--- config.mk ---
export PLATFORM = sky130hd
export DESIGN_NAME = arsr_ctrl
export DESIGN_NICKNAME = d
export VERILOG_FILES = /design/src/inc/arsr_pkg.sv /design/src/logic/arsr_ctrl.sv /design/src/logic/arsr_start_delay.sv /design/src/logic/arsr_result_store.sv
export VERILOG_INCLUDE_DIRS = /design/src /design/src/inc
export SDC_FILE = /design/constraint.sdc
export NUM_CORES = 1
export LEC_CHECK = 0
export ABC_AREA = 1
export BUFFER_PORTS_ARGS = -buffer_cell sky130_fd_sc_hd__clkbuf_2
export CAP_MARGIN = 0
export CORE_MARGIN = 2
export CORE_UTILIZATION = 58
export CTS_BUF_LIST = sky130_fd_sc_hd__clkbuf_4 sky130_fd_sc_hd__clkbuf_8
export CTS_CLUSTER_DIAMETER = 80
export CTS_CLUSTER_SIZE = 8
export DETAILED_ROUTE_END_ITERATION = 8
export PLACE_DENSITY = 0.89
export SLEW_MARGIN = 10
export SYNTH_ARGS = -nofsm -noshare
export SYNTH_HDL_FRONTEND = slang
export SYNTH_SLANG_ARGS = --single-unit
--- constraint.sdc ---
create_clock -name clk -period 1.3 [get_ports clk]
set_input_delay 0.065 -clock clk [delete_from_list [all_inputs] [get_ports clk]]
set_output_delay 0.065 -clock clk [all_outputs]
set_load 0.02 [all_outputs]
--- src/inc/arsr_consts.svh ---
// constants of the converter result, sleep and reset controller
`ifndef ARSR_CONSTS_SVH
`define ARSR_CONSTS_SVH
`define ARSR_ADDR_W      3
`define ARSR_REG_CTRL    3'h0
`define ARSR_REG_RES_HI  3'h1
`define ARSR_REG_RES_LO  3'h2
`define ARSR_REG_STATUS  3'h3
`define ARSR_REG_MASK    3'h4
`define ARSR_REG_STATE   3'h5
`define ARSR_CTRL_ON     0
`define ARSR_CTRL_GO     1
`define ARSR_CTRL_CS_LO  2
`define ARSR_CTRL_CS_HI  3
`define ARSR_CTRL_JUST   4
`define ARSR_CS_RC       2'h3
`define ARSR_EVT_DONE    0
`define ARSR_EVT_ABORT   1
`define ARSR_EVT_W       2
`define ARSR_CTRL_RST    8'h00
`define ARSR_EVT_RST     2'h0
`define ARSR_BYTE_ZERO   8'h00
`define ARSR_RAW_W       10
`define ARSR_FILL_W      6
`define ARSR_FILL_ZERO   6'h00
`define ARSR_TCY_NS      40
`define ARSR_CLK_NS      10
`define ARSR_TCY_CLKS    ((`ARSR_TCY_NS + `ARSR_CLK_NS - 1) / `ARSR_CLK_NS)
`define ARSR_CNT_W       4
`define ARSR_CNT_ONE     4'h1
`endif

--- src/inc/arsr_pkg.sv ---
// types shared by the converter result, sleep and reset controller
package arsr_pkg;
  typedef enum logic [1:0] {ARSR_IDLE, ARSR_DELAY, ARSR_CONV} arsr_state_t;
  typedef logic [7:0] arsr_byte_t;
endpackage

--- src/logic/arsr_ctrl.sv ---
// converter result packing, sleep behaviour and reset control
`include "arsr_consts.svh"
// Operation
// completion loads result into 16-bit pair
// format bit picks left or right justification
// unused six result bits loaded as zero
// disabled converter: result bytes are plain storage
// conversion survives sleep only with RC clock
// RC clock delays start by one instruction
// completion clears go and loads result
// completion in sleep with interrupt wakes device
// completion in sleep without interrupt powers down
// non-RC clock: sleep aborts and powers down
// software sleeps right after setting go
// reset clears control, stops converter, aborts
// reset never touches the result pair
// core done pulse carries raw value, captured
// format one is right, zero is left
module arsr_ctrl #(
  parameter int TCY_CLKS = `ARSR_TCY_CLKS,
  parameter int CNT_W    = `ARSR_CNT_W
) (
  input  wire logic                   clk,
  input  wire logic                   nrst,
  input  wire logic [`ARSR_ADDR_W-1:0] regAddr,
  input  wire logic [7:0]             regWrData,
  input  wire logic                   regWr,
  input  wire logic                   regRd,
  output logic [7:0]                  regRdData,
  input  wire logic                   sleepReq,
  output logic                        wakeReq,
  output logic                        irq,
  output logic                        convStart,
  output logic                        convAbort,
  output logic                        corePowerOn,
  input  wire logic                   coreDone,
  input  wire logic [`ARSR_RAW_W-1:0] coreData
);
  localparam int TcyChk = TCY_CLKS;

  logic                   rstMeta_q;
  logic                   rstN;
  arsr_pkg::arsr_state_t  state_q;
  arsr_pkg::arsr_state_t  state_d;
  logic [7:0]             ctrl_q;
  logic [7:0]             ctrl_d;
  logic                   go_q;
  logic                   go_d;
  logic                   powerDown_q;
  logic                   powerDown_d;
  logic                   wake_q;
  logic                   wake_d;
  logic [`ARSR_EVT_W-1:0] status_q;
  logic [`ARSR_EVT_W-1:0] status_d;
  logic [`ARSR_EVT_W-1:0] mask_q;
  logic [7:0]             rdData_q;
  logic [7:0]             rdData_d;
  arsr_pkg::arsr_byte_t   resHigh;
  arsr_pkg::arsr_byte_t   resLow;

  // reset release through two flops; the first is read only by the second
  always_ff @(posedge clk or negedge nrst) begin
    if (!nrst) begin
      rstMeta_q <= 1'b0;
      rstN      <= 1'b0;
    end else begin
      rstMeta_q <= 1'b1;
      rstN      <= rstMeta_q;
    end
  end

  // register decode
  wire ctrlWr   = regWr && (regAddr == `ARSR_REG_CTRL);
  wire resHiWr  = regWr && (regAddr == `ARSR_REG_RES_HI);
  wire resLoWr  = regWr && (regAddr == `ARSR_REG_RES_LO);
  wire statusWr = regWr && (regAddr == `ARSR_REG_STATUS);
  wire maskWr   = regWr && (regAddr == `ARSR_REG_MASK);

  // clock select decode, shared by the live and the freshly written control byte
  function automatic logic isRcSel(input logic [7:0] ctlByte);
    return ctlByte[`ARSR_CTRL_CS_HI:`ARSR_CTRL_CS_LO] == `ARSR_CS_RC;
  endfunction

  // control fields
  wire ctrlOn    = ctrl_q[`ARSR_CTRL_ON];
  wire rcClock   = isRcSel(ctrl_q);
  wire rightJust = ctrl_q[`ARSR_CTRL_JUST];
  wire irqEnable = mask_q[`ARSR_EVT_DONE];
  wire wrOn      = regWrData[`ARSR_CTRL_ON];
  wire wrGo      = regWrData[`ARSR_CTRL_GO];
  wire wrRc      = isRcSel(regWrData);

  // sequencing events
  wire idle       = state_q == arsr_pkg::ARSR_IDLE;
  wire busy       = !idle;
  wire goStart    = ctrlWr && wrOn && wrGo && idle && !powerDown_q && !sleepReq;
  wire doneLoad   = coreDone && (state_q == arsr_pkg::ARSR_CONV);
  wire offAbort   = ctrlWr && !wrOn && busy;
  wire sleepAbort = sleepReq && !rcClock && busy;
  wire anyAbort   = offAbort || sleepAbort;
  wire delayFire;

  // the RC clock waits one instruction cycle so the sleep can settle first
  wire [CNT_W-1:0] startCount = wrRc ? CNT_W'(TCY_CLKS) : CNT_W'(`ARSR_CNT_ONE);

  arsr_start_delay #(
    .CNT_W (CNT_W)
  ) u_delay (
    .clk     (clk),
    .rstN    (rstN),
    .load    (goStart),
    .loadVal (startCount),
    .cancel  (anyAbort),
    .fire    (delayFire)
  );

  // conversion handshake toward the analog core
  assign convStart   = delayFire && (state_q == arsr_pkg::ARSR_DELAY) && !anyAbort;
  assign convAbort   = anyAbort && (state_q == arsr_pkg::ARSR_CONV);
  assign corePowerOn = ctrlOn && !powerDown_q;

  // state sequence
  always_comb begin
    state_d = state_q;
    unique case (state_q)
      arsr_pkg::ARSR_IDLE: begin
        if (goStart) begin
          state_d = arsr_pkg::ARSR_DELAY;
        end
      end
      arsr_pkg::ARSR_DELAY: begin
        if (anyAbort) begin
          state_d = arsr_pkg::ARSR_IDLE;
        end else if (delayFire) begin
          state_d = arsr_pkg::ARSR_CONV;
        end
      end
      arsr_pkg::ARSR_CONV: begin
        if (anyAbort || doneLoad) begin
          state_d = arsr_pkg::ARSR_IDLE;
        end
      end
      default: begin
        state_d = arsr_pkg::ARSR_IDLE;
      end
    endcase
  end

  // control byte: go is kept apart since hardware clears it
  assign ctrl_d = ctrlWr ? (regWrData & ~(8'h01 << `ARSR_CTRL_GO)) : ctrl_q;
  assign go_d   = goStart ? 1'b1 : ((doneLoad || anyAbort) ? 1'b0 : go_q);

  // converter stays off through sleep once a non-RC sleep or a quiet finish hit it
  assign powerDown_d = sleepReq && (powerDown_q || !rcClock
                                    || (doneLoad && !irqEnable));

  // wake request holds until the sleep controller drops its request
  assign wake_d = sleepReq && (wake_q || (doneLoad && irqEnable));

  // sticky events, hardware set wins over a write-one clear
  wire [`ARSR_EVT_W-1:0] evtSet = {anyAbort, doneLoad};
  wire [`ARSR_EVT_W-1:0] evtClr = statusWr ? regWrData[`ARSR_EVT_W-1:0] : `ARSR_EVT_RST;
  assign status_d = (status_q & ~evtClr) | evtSet;
  assign irq      = |(status_q & mask_q);

  // read selection; unmapped offsets read zero
  wire [7:0] stateByte = {4'h0, powerDown_q, sleepReq, state_q};
  wire [7:0] ctrlByte  = ctrl_q | ({7'h00, go_q} << `ARSR_CTRL_GO);
  wire [7:0] readMux =
    (regAddr == `ARSR_REG_CTRL)   ? ctrlByte :
    (regAddr == `ARSR_REG_RES_HI) ? resHigh :
    (regAddr == `ARSR_REG_RES_LO) ? resLow :
    (regAddr == `ARSR_REG_STATUS) ? {6'h00, status_q} :
    (regAddr == `ARSR_REG_MASK)   ? {6'h00, mask_q} :
    (regAddr == `ARSR_REG_STATE)  ? stateByte : `ARSR_BYTE_ZERO;
  assign rdData_d  = regRd ? readMux : `ARSR_BYTE_ZERO;
  assign regRdData = rdData_q;
  assign wakeReq   = wake_q;

  // control state; reset clears it all and so aborts any conversion
  always_ff @(posedge clk or negedge rstN) begin
    if (!rstN) begin
      state_q     <= arsr_pkg::ARSR_IDLE;
      ctrl_q      <= `ARSR_CTRL_RST;
      go_q        <= 1'b0;
      powerDown_q <= 1'b0;
      wake_q      <= 1'b0;
      status_q    <= `ARSR_EVT_RST;
      mask_q      <= `ARSR_EVT_RST;
      rdData_q    <= `ARSR_BYTE_ZERO;
    end else begin
      state_q     <= state_d;
      ctrl_q      <= ctrl_d;
      go_q        <= go_d;
      powerDown_q <= powerDown_d;
      wake_q      <= wake_d;
      status_q    <= status_d;
      mask_q      <= maskWr ? regWrData[`ARSR_EVT_W-1:0] : mask_q;
      rdData_q    <= rdData_d;
    end
  end

  // result pair; software writes land only while the converter is off
  arsr_result_store u_store (
    .clk       (clk),
    .load      (doneLoad),
    .raw       (coreData),
    .rightJust (rightJust),
    .wrHigh    (resHiWr && !ctrlOn),
    .wrLow     (resLoWr && !ctrlOn),
    .wrData    (regWrData),
    .resHigh   (resHigh),
    .resLow    (resLow)
  );

  // justified result with zero fill, as the pair must hold it after a load
  function automatic logic [15:0] packResult(input logic [`ARSR_RAW_W-1:0] rawVal,
                                             input logic                     rightSel);
    return rightSel ? {`ARSR_FILL_ZERO, rawVal} : {rawVal, `ARSR_FILL_ZERO};
  endfunction

  // expected pair for checking
  wire [15:0] expPair = packResult(coreData, rightJust);
endmodule

--- src/logic/arsr_start_delay.sv ---
// start delay counter between the go request and the conversion start
`include "arsr_consts.svh"
module arsr_start_delay #(
  parameter int CNT_W = `ARSR_CNT_W
) (
  input  wire logic             clk,
  input  wire logic             rstN,
  input  wire logic             load,
  input  wire logic [CNT_W-1:0] loadVal,
  input  wire logic             cancel,
  output logic                  fire
);
  logic [CNT_W-1:0] cnt_q;
  logic [CNT_W-1:0] cnt_d;
  logic             busy_q;
  logic             busy_d;

  // fires in the last counted cycle, so a load of n fires n cycles later
  assign fire  = busy_q && (cnt_q == CNT_W'(`ARSR_CNT_ONE));
  assign busy_d = load ? 1'b1 : ((cancel || fire) ? 1'b0 : busy_q);
  assign cnt_d = load ? loadVal : (busy_q ? cnt_q - CNT_W'(`ARSR_CNT_ONE) : cnt_q);

  // counter state
  always_ff @(posedge clk or negedge rstN) begin
    if (!rstN) begin
      cnt_q  <= '0;
      busy_q <= 1'b0;
    end else begin
      cnt_q  <= cnt_d;
      busy_q <= busy_d;
    end
  end
endmodule

--- src/logic/arsr_result_store.sv ---
// result byte pair: loaded by conversions, plain storage otherwise
`include "arsr_consts.svh"
module arsr_result_store (
  input  wire logic                     clk,
  input  wire logic                     load,
  input  wire logic [`ARSR_RAW_W-1:0]   raw,
  input  wire logic                     rightJust,
  input  wire logic                     wrHigh,
  input  wire logic                     wrLow,
  input  wire logic [7:0]               wrData,
  output arsr_pkg::arsr_byte_t          resHigh,
  output arsr_pkg::arsr_byte_t          resLow
);
  logic [15:0] packed_w;

  // justified value with the spare bits filled with zeros
  assign packed_w = rightJust ? {`ARSR_FILL_ZERO, raw}
                              : {raw, `ARSR_FILL_ZERO};

  // no reset on purpose: contents survive every reset, unknown after power-up
  always_ff @(posedge clk) begin
    if (load) begin
      resHigh <= packed_w[15:8];
      resLow  <= packed_w[7:0];
    end else begin
      if (wrHigh) begin
        resHigh <= wrData;
      end
      if (wrLow) begin
        resLow <= wrData;
      end
    end
  end
endmodule

==> results of run 1 <==
sequential cells by signal, indices dropped and copies added, names as in the netlist, 2 cells and up:
name / flops
state_q: 2
ctrl_q: 7
u_store.resHigh: 8
mask_q: 2
regRdData: 8
status_q: 2
u_store.resLow: 8
u_delay.cnt_q: 4
final cells by class:
class / instances / area [µm²] / share of cell area, %
sequential: 47 / 1260 / 38.4
clock buffer: 5 / 68.8 / 2.10
timing repair inverter: 2 / 17.5 / 0.535
timing repair buffer: 73 / 522 / 15.9
clock inverter: 3 / 25.0 / 0.765
inverter: 37 / 146 / 4.47
multi-input combinational: 180 / 1170 / 35.9
tap: 50 / 62.6 / 1.91
per-stage QoR:
step	instances	power, mW
floorplan	269	2.35
global placement	372	2.61
detailed placement	372	2.66
CTS	390	3.74
global route	397	4.17
finish	397	4.02
power groups by stage:
stage	combinational (mW)	sequential (mW)	clock, mW
detailed placement	0.802	1.86	0
finish	1.17	1.87	0.973
CTS	0.966	1.84	0.932
global placement	0.756	1.85	0
floorplan	0.487	1.86	0
global route	1.28	1.88	1.01
worst min path at each step:
| stage | endpoint | depth (start not counted) |
|---|---|---|
| finish | ctrl_q[7]$_DFFE_PN0N_ | 3 |
| detailed placement | rstMeta_q$_DFF_PN0_ | 1 |
| global route | ctrl_q[7]$_DFFE_PN0N_ | 3 |
| floorplan | rstMeta_q$_DFF_PN0_ | 0 |
| global placement | rstMeta_q$_DFF_PN0_ | 1 |
| CTS | ctrl_q[7]$_DFFE_PN0N_ | 3 |
critical path, cell delays in order, from the launching register on:
cell	delay [ns]
dfrtp_2	0.45
nor2_2	0.15
inv_2	0.07
nor2_4	0.16
buf_12	0.16
buf_8	0.12
o211ai_1	0.10
o21ai_1	0.14
placed cells by master, fill, tap and decap left out, types with 9 or more instances in the layout:
master    netlist  layout
o21ai_0        25      19
edfxtp_1       16      16
nand3_1        24      21
inv_1          34      30
dfrtp_1        31      30
clkbuf_2        0      36
nand2_4         4       9
buf_4           0      27
nand2_1        73      65
nor2_4          5      10
metal layers:
layer | GRT usage [%] | up-vias | wire (µm)
met5 | 0 | - | 0
met2 | 54.4 | 226 | 3850
li1 | - | 1028 | -
met4 | 17.5 | 0 | 550
met3 | 7.40 | 71 | 942
met1 | 39.8 | 1157 | 2800
logic make-up (layout without fill, tap and decap cells):
kind of cell | after synthesis | in the layout | synth area share (%)
AOI/OAI and AO/OA | 47 | 47 | 11.5
adders and majority gates | 2 | 2 | 1.06
and+or+nand+nor | 129 | 129 | 26.7
buffers and inverters | 42 | 120 | 7.08
DFF | 47 | 47 | 53.1
other | 1 | 1 | 0.158
xor gates and xnor gates | 1 | 1 | 0.370
timing repair:
item,CTS,global route
cloned,1,2
hold endpoints to repair,2,0
gates resized for setup,33,44
hold buffers,1,0
setup endpoints to repair,28,43
pin swaps,3,8
setup buffers,8,5
==> impl_metrics.json, run 1 <==
{
  "grt_pass1_wl_mm": 10.6,
  "async_flop_share_pct": 66.0,
  "drt_iter0_drc": 454,
  "yosysTopAreaCellShare_pct": 32.8,
  "post-synth-top-area-cell": "dfrtp_1",
  "min_period_ns": 1.52,
  "htreeDepth": 2,
  "leakage_nw": 1.58,
  "finalInstanceArea_um2": 3270,
  "cts_tree": "done",
  "grtUsageTotal_pct": 32.8,
  "finalSetupTns_ns": -6.14,
  "row_count": 23,
  "p_per_area_nw_per_um2": 1230,
  "fp.dieH_um": 67.9,
  "drv_cap": 0,
  "min_from": "regWrData[7]",
  "cts_sinks": 47,
  "ir_drop_v": 0.000984,
  "synth_commonest_cells": "nand2_1, inv_1, dfrtp_1",
  "viasPerCell": 6.25,
  "synthToLayoutAreaGrowth_pct": 38.3,
  "seqPwrFrac_pct": 46.6,
  "outcome": "finished, violations left",
  "fp.dieW_um": 67.9,
  "wl_per_cell_um": 20.5,
  "antenna_found_initial": 0,
  "synth_enable_flop_cells": 16,
  "ctsLongestPathBuffers": 2,
  "switching_share_pct": 35.5,
  "synth-main-ff-cell": "dfrtp_1",
  "ant_nets": 0,
  "grt_max_degree": 18,
  "cts_root_buf": "clkbuf_8",
  "coreArea_um2": 3970,
  "drt_wl_total_mm": 8.14,
  "synth_fp_nets": 298,
  "dr.pass1.iters": 8,
  "crit_type": "reg2reg",
  "place_congestion": 0.906,
  "nets": 375,
  "ys_types": 30,
  "synth_most_common_cell": "nand2_1",
  "setup_viol": 39,
  "grt_pass1_vias": 2164,
  "dp_slack_ns": -0.0684,
  "syn_area_um2": 2370,
  "clkLatencyLatePin_ns": 0.33,
  "cts.clk_slew.worst_paths_ns": 0.09,
  "avgSynthCellArea_um2": 8.80,
  "vias": 2482,
  "r2r_cells": 7,
  "io_pins": 40,
  "combinationalPowerShare_pct": 29.2,
  "fin_skew_ns": 0.0113,
  "place_hpwl_mm": 4.45,
  "drv_slew": 0,
  "dpl_cell_area_um2": 2760,
  "grt_overflow": 0,
  "endpoint_kind": "flip-flop",
  "p_clk_share_pct": 24.2,
  "nFillCells": 211,
  "rsz0062_at_grt": "yes",
  "hold_violations": 0,
  "p_int_mw": 2.59,
  "ys_seq_elements": 47,
  "synthCells": 269,
  "setup_slack_ns": -0.224,
  "crit_end": "u_store.resHigh[1]$_DFFE_PP_",
  "cts_made_buffers": 5,
  "ys_seq_area_share_pct": 53.1,
  "portBuffers": 39,
  "violations": "setup timing",
  "ys_top_cells_by_area": "dfrtp_1, edfxtp_1, nand2_1, inv_1, o21ai_0",
  "fin_util_pct": 82.4,
  "die-area_um2": 4610,
  "yosys_warnings": 0,
  "critPathRequiredTime_ns": 1.45,
  "reg2reg_to": "u_store.resHigh[1]$_DFFE_PP_",
  "worstPathArrival_ns": 1.67,
  "min_period_over_period_pct": 117,
  "crit_start": "state_q[0]$_DFFE_PN0P_",
  "hp-class": "in2reg",
  "drive_gt1_share_pct": 38.9,
  "crit_fanout": 6,
  "diodes": 0,
  "critPathLaunchType": "flip-flop",
  "hold-worst-slack_ns": 0.0173,
  "max_freq_ghz": 0.656,
  "start_util_pct": 59.6,
  "drc_errors": 0,
  "reg2reg_slack_ns": -0.22,
  "r2r-start": "state_q[0]$_DFFE_PN0P_",
  "power.switching_mw": 1.43
}
Power figures use the tool's default switching activity.
==> inputs of run 2 (changes only) <==
--- a/config.mk
+++ b/config.mk
@@ -9,8 +9,10 @@
 export ABC_AREA = 1
 export BUFFER_PORTS_ARGS = -buffer_cell sky130_fd_sc_hd__clkbuf_2
 export CAP_MARGIN = 0
+export CELL_PAD_IN_SITES_DETAIL_PLACEMENT = 1
+export CELL_PAD_IN_SITES_GLOBAL_PLACEMENT = 1
 export CORE_MARGIN = 2
-export CORE_UTILIZATION = 58
+export CORE_UTILIZATION = 44
 export CTS_BUF_LIST = sky130_fd_sc_hd__clkbuf_4 sky130_fd_sc_hd__clkbuf_8
 export CTS_CLUSTER_DIAMETER = 80
 export CTS_CLUSTER_SIZE = 8
==> impl_metrics.json, run 2 (same netlist as run 1, synthesis figures left out) <==
{
  "dpl_cell_area_um2": 2810,
  "min_period_ns": 1.60,
  "fin_skew_ns": 0.0108,
  "dp_cells": 393,
  "finalSetupTns_ns": -8.96,
  "die-area_um2": 5980,
  "critPathRequiredTime_ns": 1.43,
  "row_count": 26,
  "io_pins": 40,
  "violations": "setup timing",
  "rsz0062_at_grt": "yes",
  "hold_violations": 0,
  "met3_usage_pct": 4.88,
  "final_common_cell": "nand2_1",
  "cts_sinks": 47,
  "wl_per_cell_um": 24.4,
  "drc_errors": 0,
  "outcome": "finished, violations left",
  "min_delay_path_depth": 3,
  "crit_fanout": 9,
  "drv_cap": 0,
  "vias": 2479,
  "portBuffers": 39,
  "crit_path_frequent_cell": "nor2_4",
  "critPathLaunchType": "flip-flop",
  "grt_max_degree": 30,
  "place_hpwl_mm": 5.44,
  "max_freq_ghz": 0.625,
  "antenna_found_initial": 0,
  "ir_drop_v": 0.000912,
  "grt.met2_usage_pct": 57.8,
  "r2r_cells": 7,
  "min_period_over_period_pct": 123,
  "htreeDepth": 2,
  "crit_family": "buffers and inverters",
  "start_util_pct": 46.1,
  "cp.buffers_inverters": 4,
  "place_congestion": 0.912,
  "grt_overflow": 0,
  "dr.pass1.iters": 5,
  "mostFrequentLayoutCells": "nand2_1, clkbuf_2, inv_1, dfrtp_1, buf_4",
  "total_power_mw": 4.14,
  "finalInstanceArea_um2": 3330,
  "setup_slack_ns": -0.300,
  "worstPathArrival_ns": 1.73,
  "worst-path-stages": 7,
  "grtUsageMet1_pct": 36.9,
  "slowest_delay_ns": 0.42,
  "drt_wl_total_mm": 10.3,
  "diodes": 0,
  "final_cell_count_no_fill": 420,
  "crit_chain": "inv_1, nor2_4, inv_2, nor2_4, buf_12, inv_4, o31ai_4",
  "hold-worst-slack_ns": 0.0175,
  "fp.dieH_um": 77.4,
  "crit_type": "reg2reg",
  "grtUsageTotal_pct": 31.7,
  "hp-class": "in2reg",
  "slowest_stage": "dfrtp_1",
  "coreArea_um2": 5140,
  "top_usage_layer": "met2",
  "leakage_nw": 1.60,
  "cts_made_buffers": 5,
  "clkLatencyLatePin_ns": 0.32,
  "drive_gt1_share_pct": 40.9,
  "cts_tree": "done",
  "ant_nets": 0,
  "nets": 378,
  "drv_slew": 0,
  "fp.dieW_um": 77.4,
  "fin_util_pct": 64.8,
  "drt_iter0_drc": 215,
  "grt_pass1_vias": 2542,
  "synthToLayoutAreaGrowth_pct": 40.6,
  "endpoint_kind": "flip-flop",
  "setup_viol": 44,
  "dp_slack_ns": -0.188,
  "viasPerCell": 5.90,
  "ctsLongestPathBuffers": 2,
  "cts_root_buf": "clkbuf_8",
  "p_per_area_nw_per_um2": 1240,
  "grt_pass1_wl_mm": 14.1,
  "cts.clk_slew.worst_paths_ns": 0.10
}
run 2: cell count changes in the layout (fill, tap and decap cells not counted), sizes merged:
cell and delta:
buf +3, clkinv -3, inv +3
run 2: final cells by class:
class                           count  area (µm²)
Sequential cell                    47        1260
Tap cell                           70        87.6
Timing Repair Buffer               76         546
Timing Repair inverter              2        17.5
Clock buffer                        5        68.8
Fill cell                         588        1810
Inverter                           37         154
Clock inverter                      3        27.5
Multi-Input combinational cell    180        1170
run 2: power breakdown:
part | leakage [nW] | switching [mW] | internal (mW)
Clock | 0.0467 | 0.592 | 0.400
Sequential | 0.540 | 0.190 | 1.71
Combinational | 1.02 | 0.759 | 0.483
run 2: path summary, 6_finish.rpt:
path | from | end | slack (ns)
hold reg to reg | rstN$_DFF_PN0_ | ctrl_q[3]$_DFFE_PN0N_ | 0.28
hold / removal | regRd | regRdData[3]$_DFF_PN0_ | 0.02
max in group asynchronous | rstN$_DFF_PN0_ | state_q[0]$_DFFE_PN0P_ | 0.71
setup reg to reg | state_q[1]$_DFFE_PN0P_ | u_store.resLow[3]$_DFFE_PP_ | -0.30
min in group asynchronous | nrst | rstN$_DFF_PN0_ | 0.05
setup / recovery | state_q[1]$_DFFE_PN0P_ | u_store.resLow[3]$_DFFE_PP_ | -0.30
run 2: per-layer routing:
layer / share of wire [%] / vias to the layer above
met5: 0 / -
met4: 4.5 / 0
met3: 6.1 / 36
met2: 52 / 156
met1: 38 / 1245
li1: - / 1042
run 2: worst register-to-register path: cells and delay by family (launching register included):
kind	cells	cell delay, ns
buffers and inverters	4	0.46
DFF	1	0.42
AOI/OAI and AO/OA	1	0.27
and+or+nand+nor	2	0.27
run 2: repair_timing:
| action | CTS | global route |
|---|---|---|
| endpoints found under the setup margin | 37 | 45 |
| endpoints found under the hold margin | 2 | 0 |
| pin swaps | 11 | 10 |
| hold buffers | 1 | 0 |
| gates resized for setup | 59 | 20 |
| gates cloned | 2 | 0 |
| setup buffers | 9 | 7 |
==> inputs of run 3 (changes only) <==
--- a/config.mk
+++ b/config.mk
@@ -12,12 +12,12 @@
 export CELL_PAD_IN_SITES_DETAIL_PLACEMENT = 1
 export CELL_PAD_IN_SITES_GLOBAL_PLACEMENT = 1
 export CORE_MARGIN = 2
-export CORE_UTILIZATION = 44
-export CTS_BUF_LIST = sky130_fd_sc_hd__clkbuf_4 sky130_fd_sc_hd__clkbuf_8
+export CORE_UTILIZATION = 42
 export CTS_CLUSTER_DIAMETER = 80
 export CTS_CLUSTER_SIZE = 8
 export DETAILED_ROUTE_END_ITERATION = 8
-export PLACE_DENSITY = 0.89
+export PLACE_DENSITY = 0.86
+export SETUP_SLACK_MARGIN = 0.05
 export SLEW_MARGIN = 10
 export SYNTH_ARGS = -nofsm -noshare
 export SYNTH_HDL_FRONTEND = slang
==> impl_metrics.json, run 3 (same netlist as run 1, synthesis figures left out) <==
{
  "p_per_area_nw_per_um2": 1310,
  "critPathLaunchType": "flip-flop",
  "cts_tree": "done",
  "mostFrequentLayoutCells": "nand2_1, buf_4, clkbuf_2",
  "rsz0062_at_grt": "yes",
  "drt_iter0_drc": 172,
  "setup_viol": 38,
  "place_hpwl_mm": 5.28,
  "grt_max_degree": 30,
  "crit_type": "reg2out",
  "clkLatencyLatePin_ns": 0.33,
  "drv_cap": 0,
  "nets": 383,
  "outcome": "finished, violations left",
  "grtUsageTotal_pct": 29.5,
  "cts.clk_slew.worst_paths_ns": 0.11,
  "hp-class": "in2reg",
  "portBuffers": 39,
  "max_freq_ghz": 0.660,
  "fin_skew_ns": 0.0137,
  "grt.met2_usage_pct": 52.8,
  "ant_nets": 0,
  "min_from": "regWrData[5]",
  "finalInstanceArea_um2": 3330,
  "viasPerCell": 5.69,
  "dr.pass1.iters": 4,
  "crit_start": "ctrl_q[2]$_DFFE_PN0N_",
  "coreArea_um2": 5470,
  "ctsLongestPathBuffers": 2,
  "dpl_cell_area_um2": 2830,
  "start_util_pct": 43.3,
  "ir_drop_v": 0.000941,
  "grt_overflow": 0,
  "setup_slack_ns": -0.215,
  "fp.dieH_um": 79.1,
  "endpoint_kind": "output pin",
  "die-area_um2": 6250,
  "io_pins": 40,
  "drive_gt1_share_pct": 40.8,
  "finalSetupTns_ns": -5.68,
  "violations": "setup timing",
  "fp.dieW_um": 79.1,
  "drt_wl_total_mm": 9.62,
  "final_common_cell": "nand2_1",
  "diodes": 0,
  "min_period_over_period_pct": 117,
  "leakage_nw": 1.63,
  "grt_pass1_vias": 2579,
  "cts_root_buf": "clkbuf_8",
  "critPathRequiredTime_ns": 1.24,
  "drv_slew": 0,
  "wl_per_cell_um": 22.5,
  "row_count": 27,
  "cts_sinks": 47,
  "place_congestion": 0.853,
  "met3_usage_pct": 6.02,
  "antenna_found_initial": 0,
  "worstPathArrival_ns": 1.45,
  "drc_errors": 0,
  "crit_fanout": 5,
  "top_usage_layer": "met2",
  "htreeDepth": 2,
  "grt_pass1_wl_mm": 13.6,
  "synthToLayoutAreaGrowth_pct": 40.7,
  "cts_made_buffers": 5,
  "hold_violations": 0,
  "grtUsageMet1_pct": 33.1,
  "r2r-start": "state_q[0]$_DFFE_PN0P_",
  "vias": 2428,
  "min_period_ns": 1.51,
  "fin_util_pct": 60.9
}
==> run 3: changes by cell type in the layout (fill, tap and decap cells not counted), moves of 4 or more <==
cell	previous run	this run
buf_4	28	37
nand2_1	64	69
o21ai_0	19	15
o21ai_1	4	8
o31ai_1	0	4
==> run 3: cell type report <==
class / count / area, µm²
Fill cell: 641 / 2140
Multi-Input combinational cell: 180 / 1140
Clock buffer: 5 / 68.8
Sequential cell: 47 / 1260
Inverter: 37 / 148
Tap cell: 72 / 90.1
Timing Repair Buffer: 83 / 578
Clock inverter: 3 / 47.5
==> run 3: metrics by stage <==
step | total power, mW | hold WS, ns | instances | setup WS, ns
2_1_floorplan | 2.35 | -0.231 | 269 | -0.0287
3_3_place_gp | 2.63 | -0.150 | 399 | -0.0265
3_5_place_dp | 2.70 | -0.146 | 399 | -0.119
4_1_cts | 4.08 | 0.0160 | 423 | -0.176
5_1_grt | 4.51 | 0.0288 | 427 | -0.249
6_report | 4.35 | 0.0101 | 427 | -0.215
==> run 3: routing by layer <==
metal	wire [µm]	part of all wire [%]	up-vias
met5	0	0	-
met4	589	6.1	0
met3	537	5.6	50
met2	5020	52	114
met1	3480	36	1216
li1	-	-	1048
==> run 3: critical path, cell delays in order (launching register included) <==
cell and delay, ns:
dfrtp_1 0.46, nand2_2 0.13, nand2_1 0.08, nand2_2 0.11, nand2_4 0.08, nor2_2 0.13
buf_6 0.14
==> run 3: worst paths after layout <==
check | endpoint | slack (ns) | cells after the start
setup reg to reg | u_store.resLow[6]$_DFFE_PP_ | -0.21 | 6
max in group asynchronous | state_q[0]$_DFFE_PN0P_ | 0.68 | 1
setup / recovery | convAbort | -0.21 | 6
hold reg to reg | ctrl_q[5]$_DFFE_PN0N_ | 0.29 | 1
min in group asynchronous | rstMeta_q$_DFF_PN0_ | 0.03 | 2
hold / removal | ctrl_q[5]$_DFFE_PN0N_ | 0.01 | 3
==> run 3: power by group <==
| group | total (mW) | internal [mW] | switching [mW] |
|---|---|---|---|
| clock | 1.19 | 0.585 | 0.603 |
| combinational | 1.26 | 0.532 | 0.730 |
| sequential | 1.90 | 1.72 | 0.185 |
| total | 4.35 | 2.83 | 1.52 |
==> run 3: repair_timing <==
item / 4_1_cts / 5_1_grt
gates resized for setup: 55 / 24
buffers inserted: 14 / 5
hold buffers: 2 / 0
hold endpoints to repair: 3 / 0
endpoints found under the setup margin: 44 / 48
gates cloned: 1 / 0
pin swaps: 6 / 8
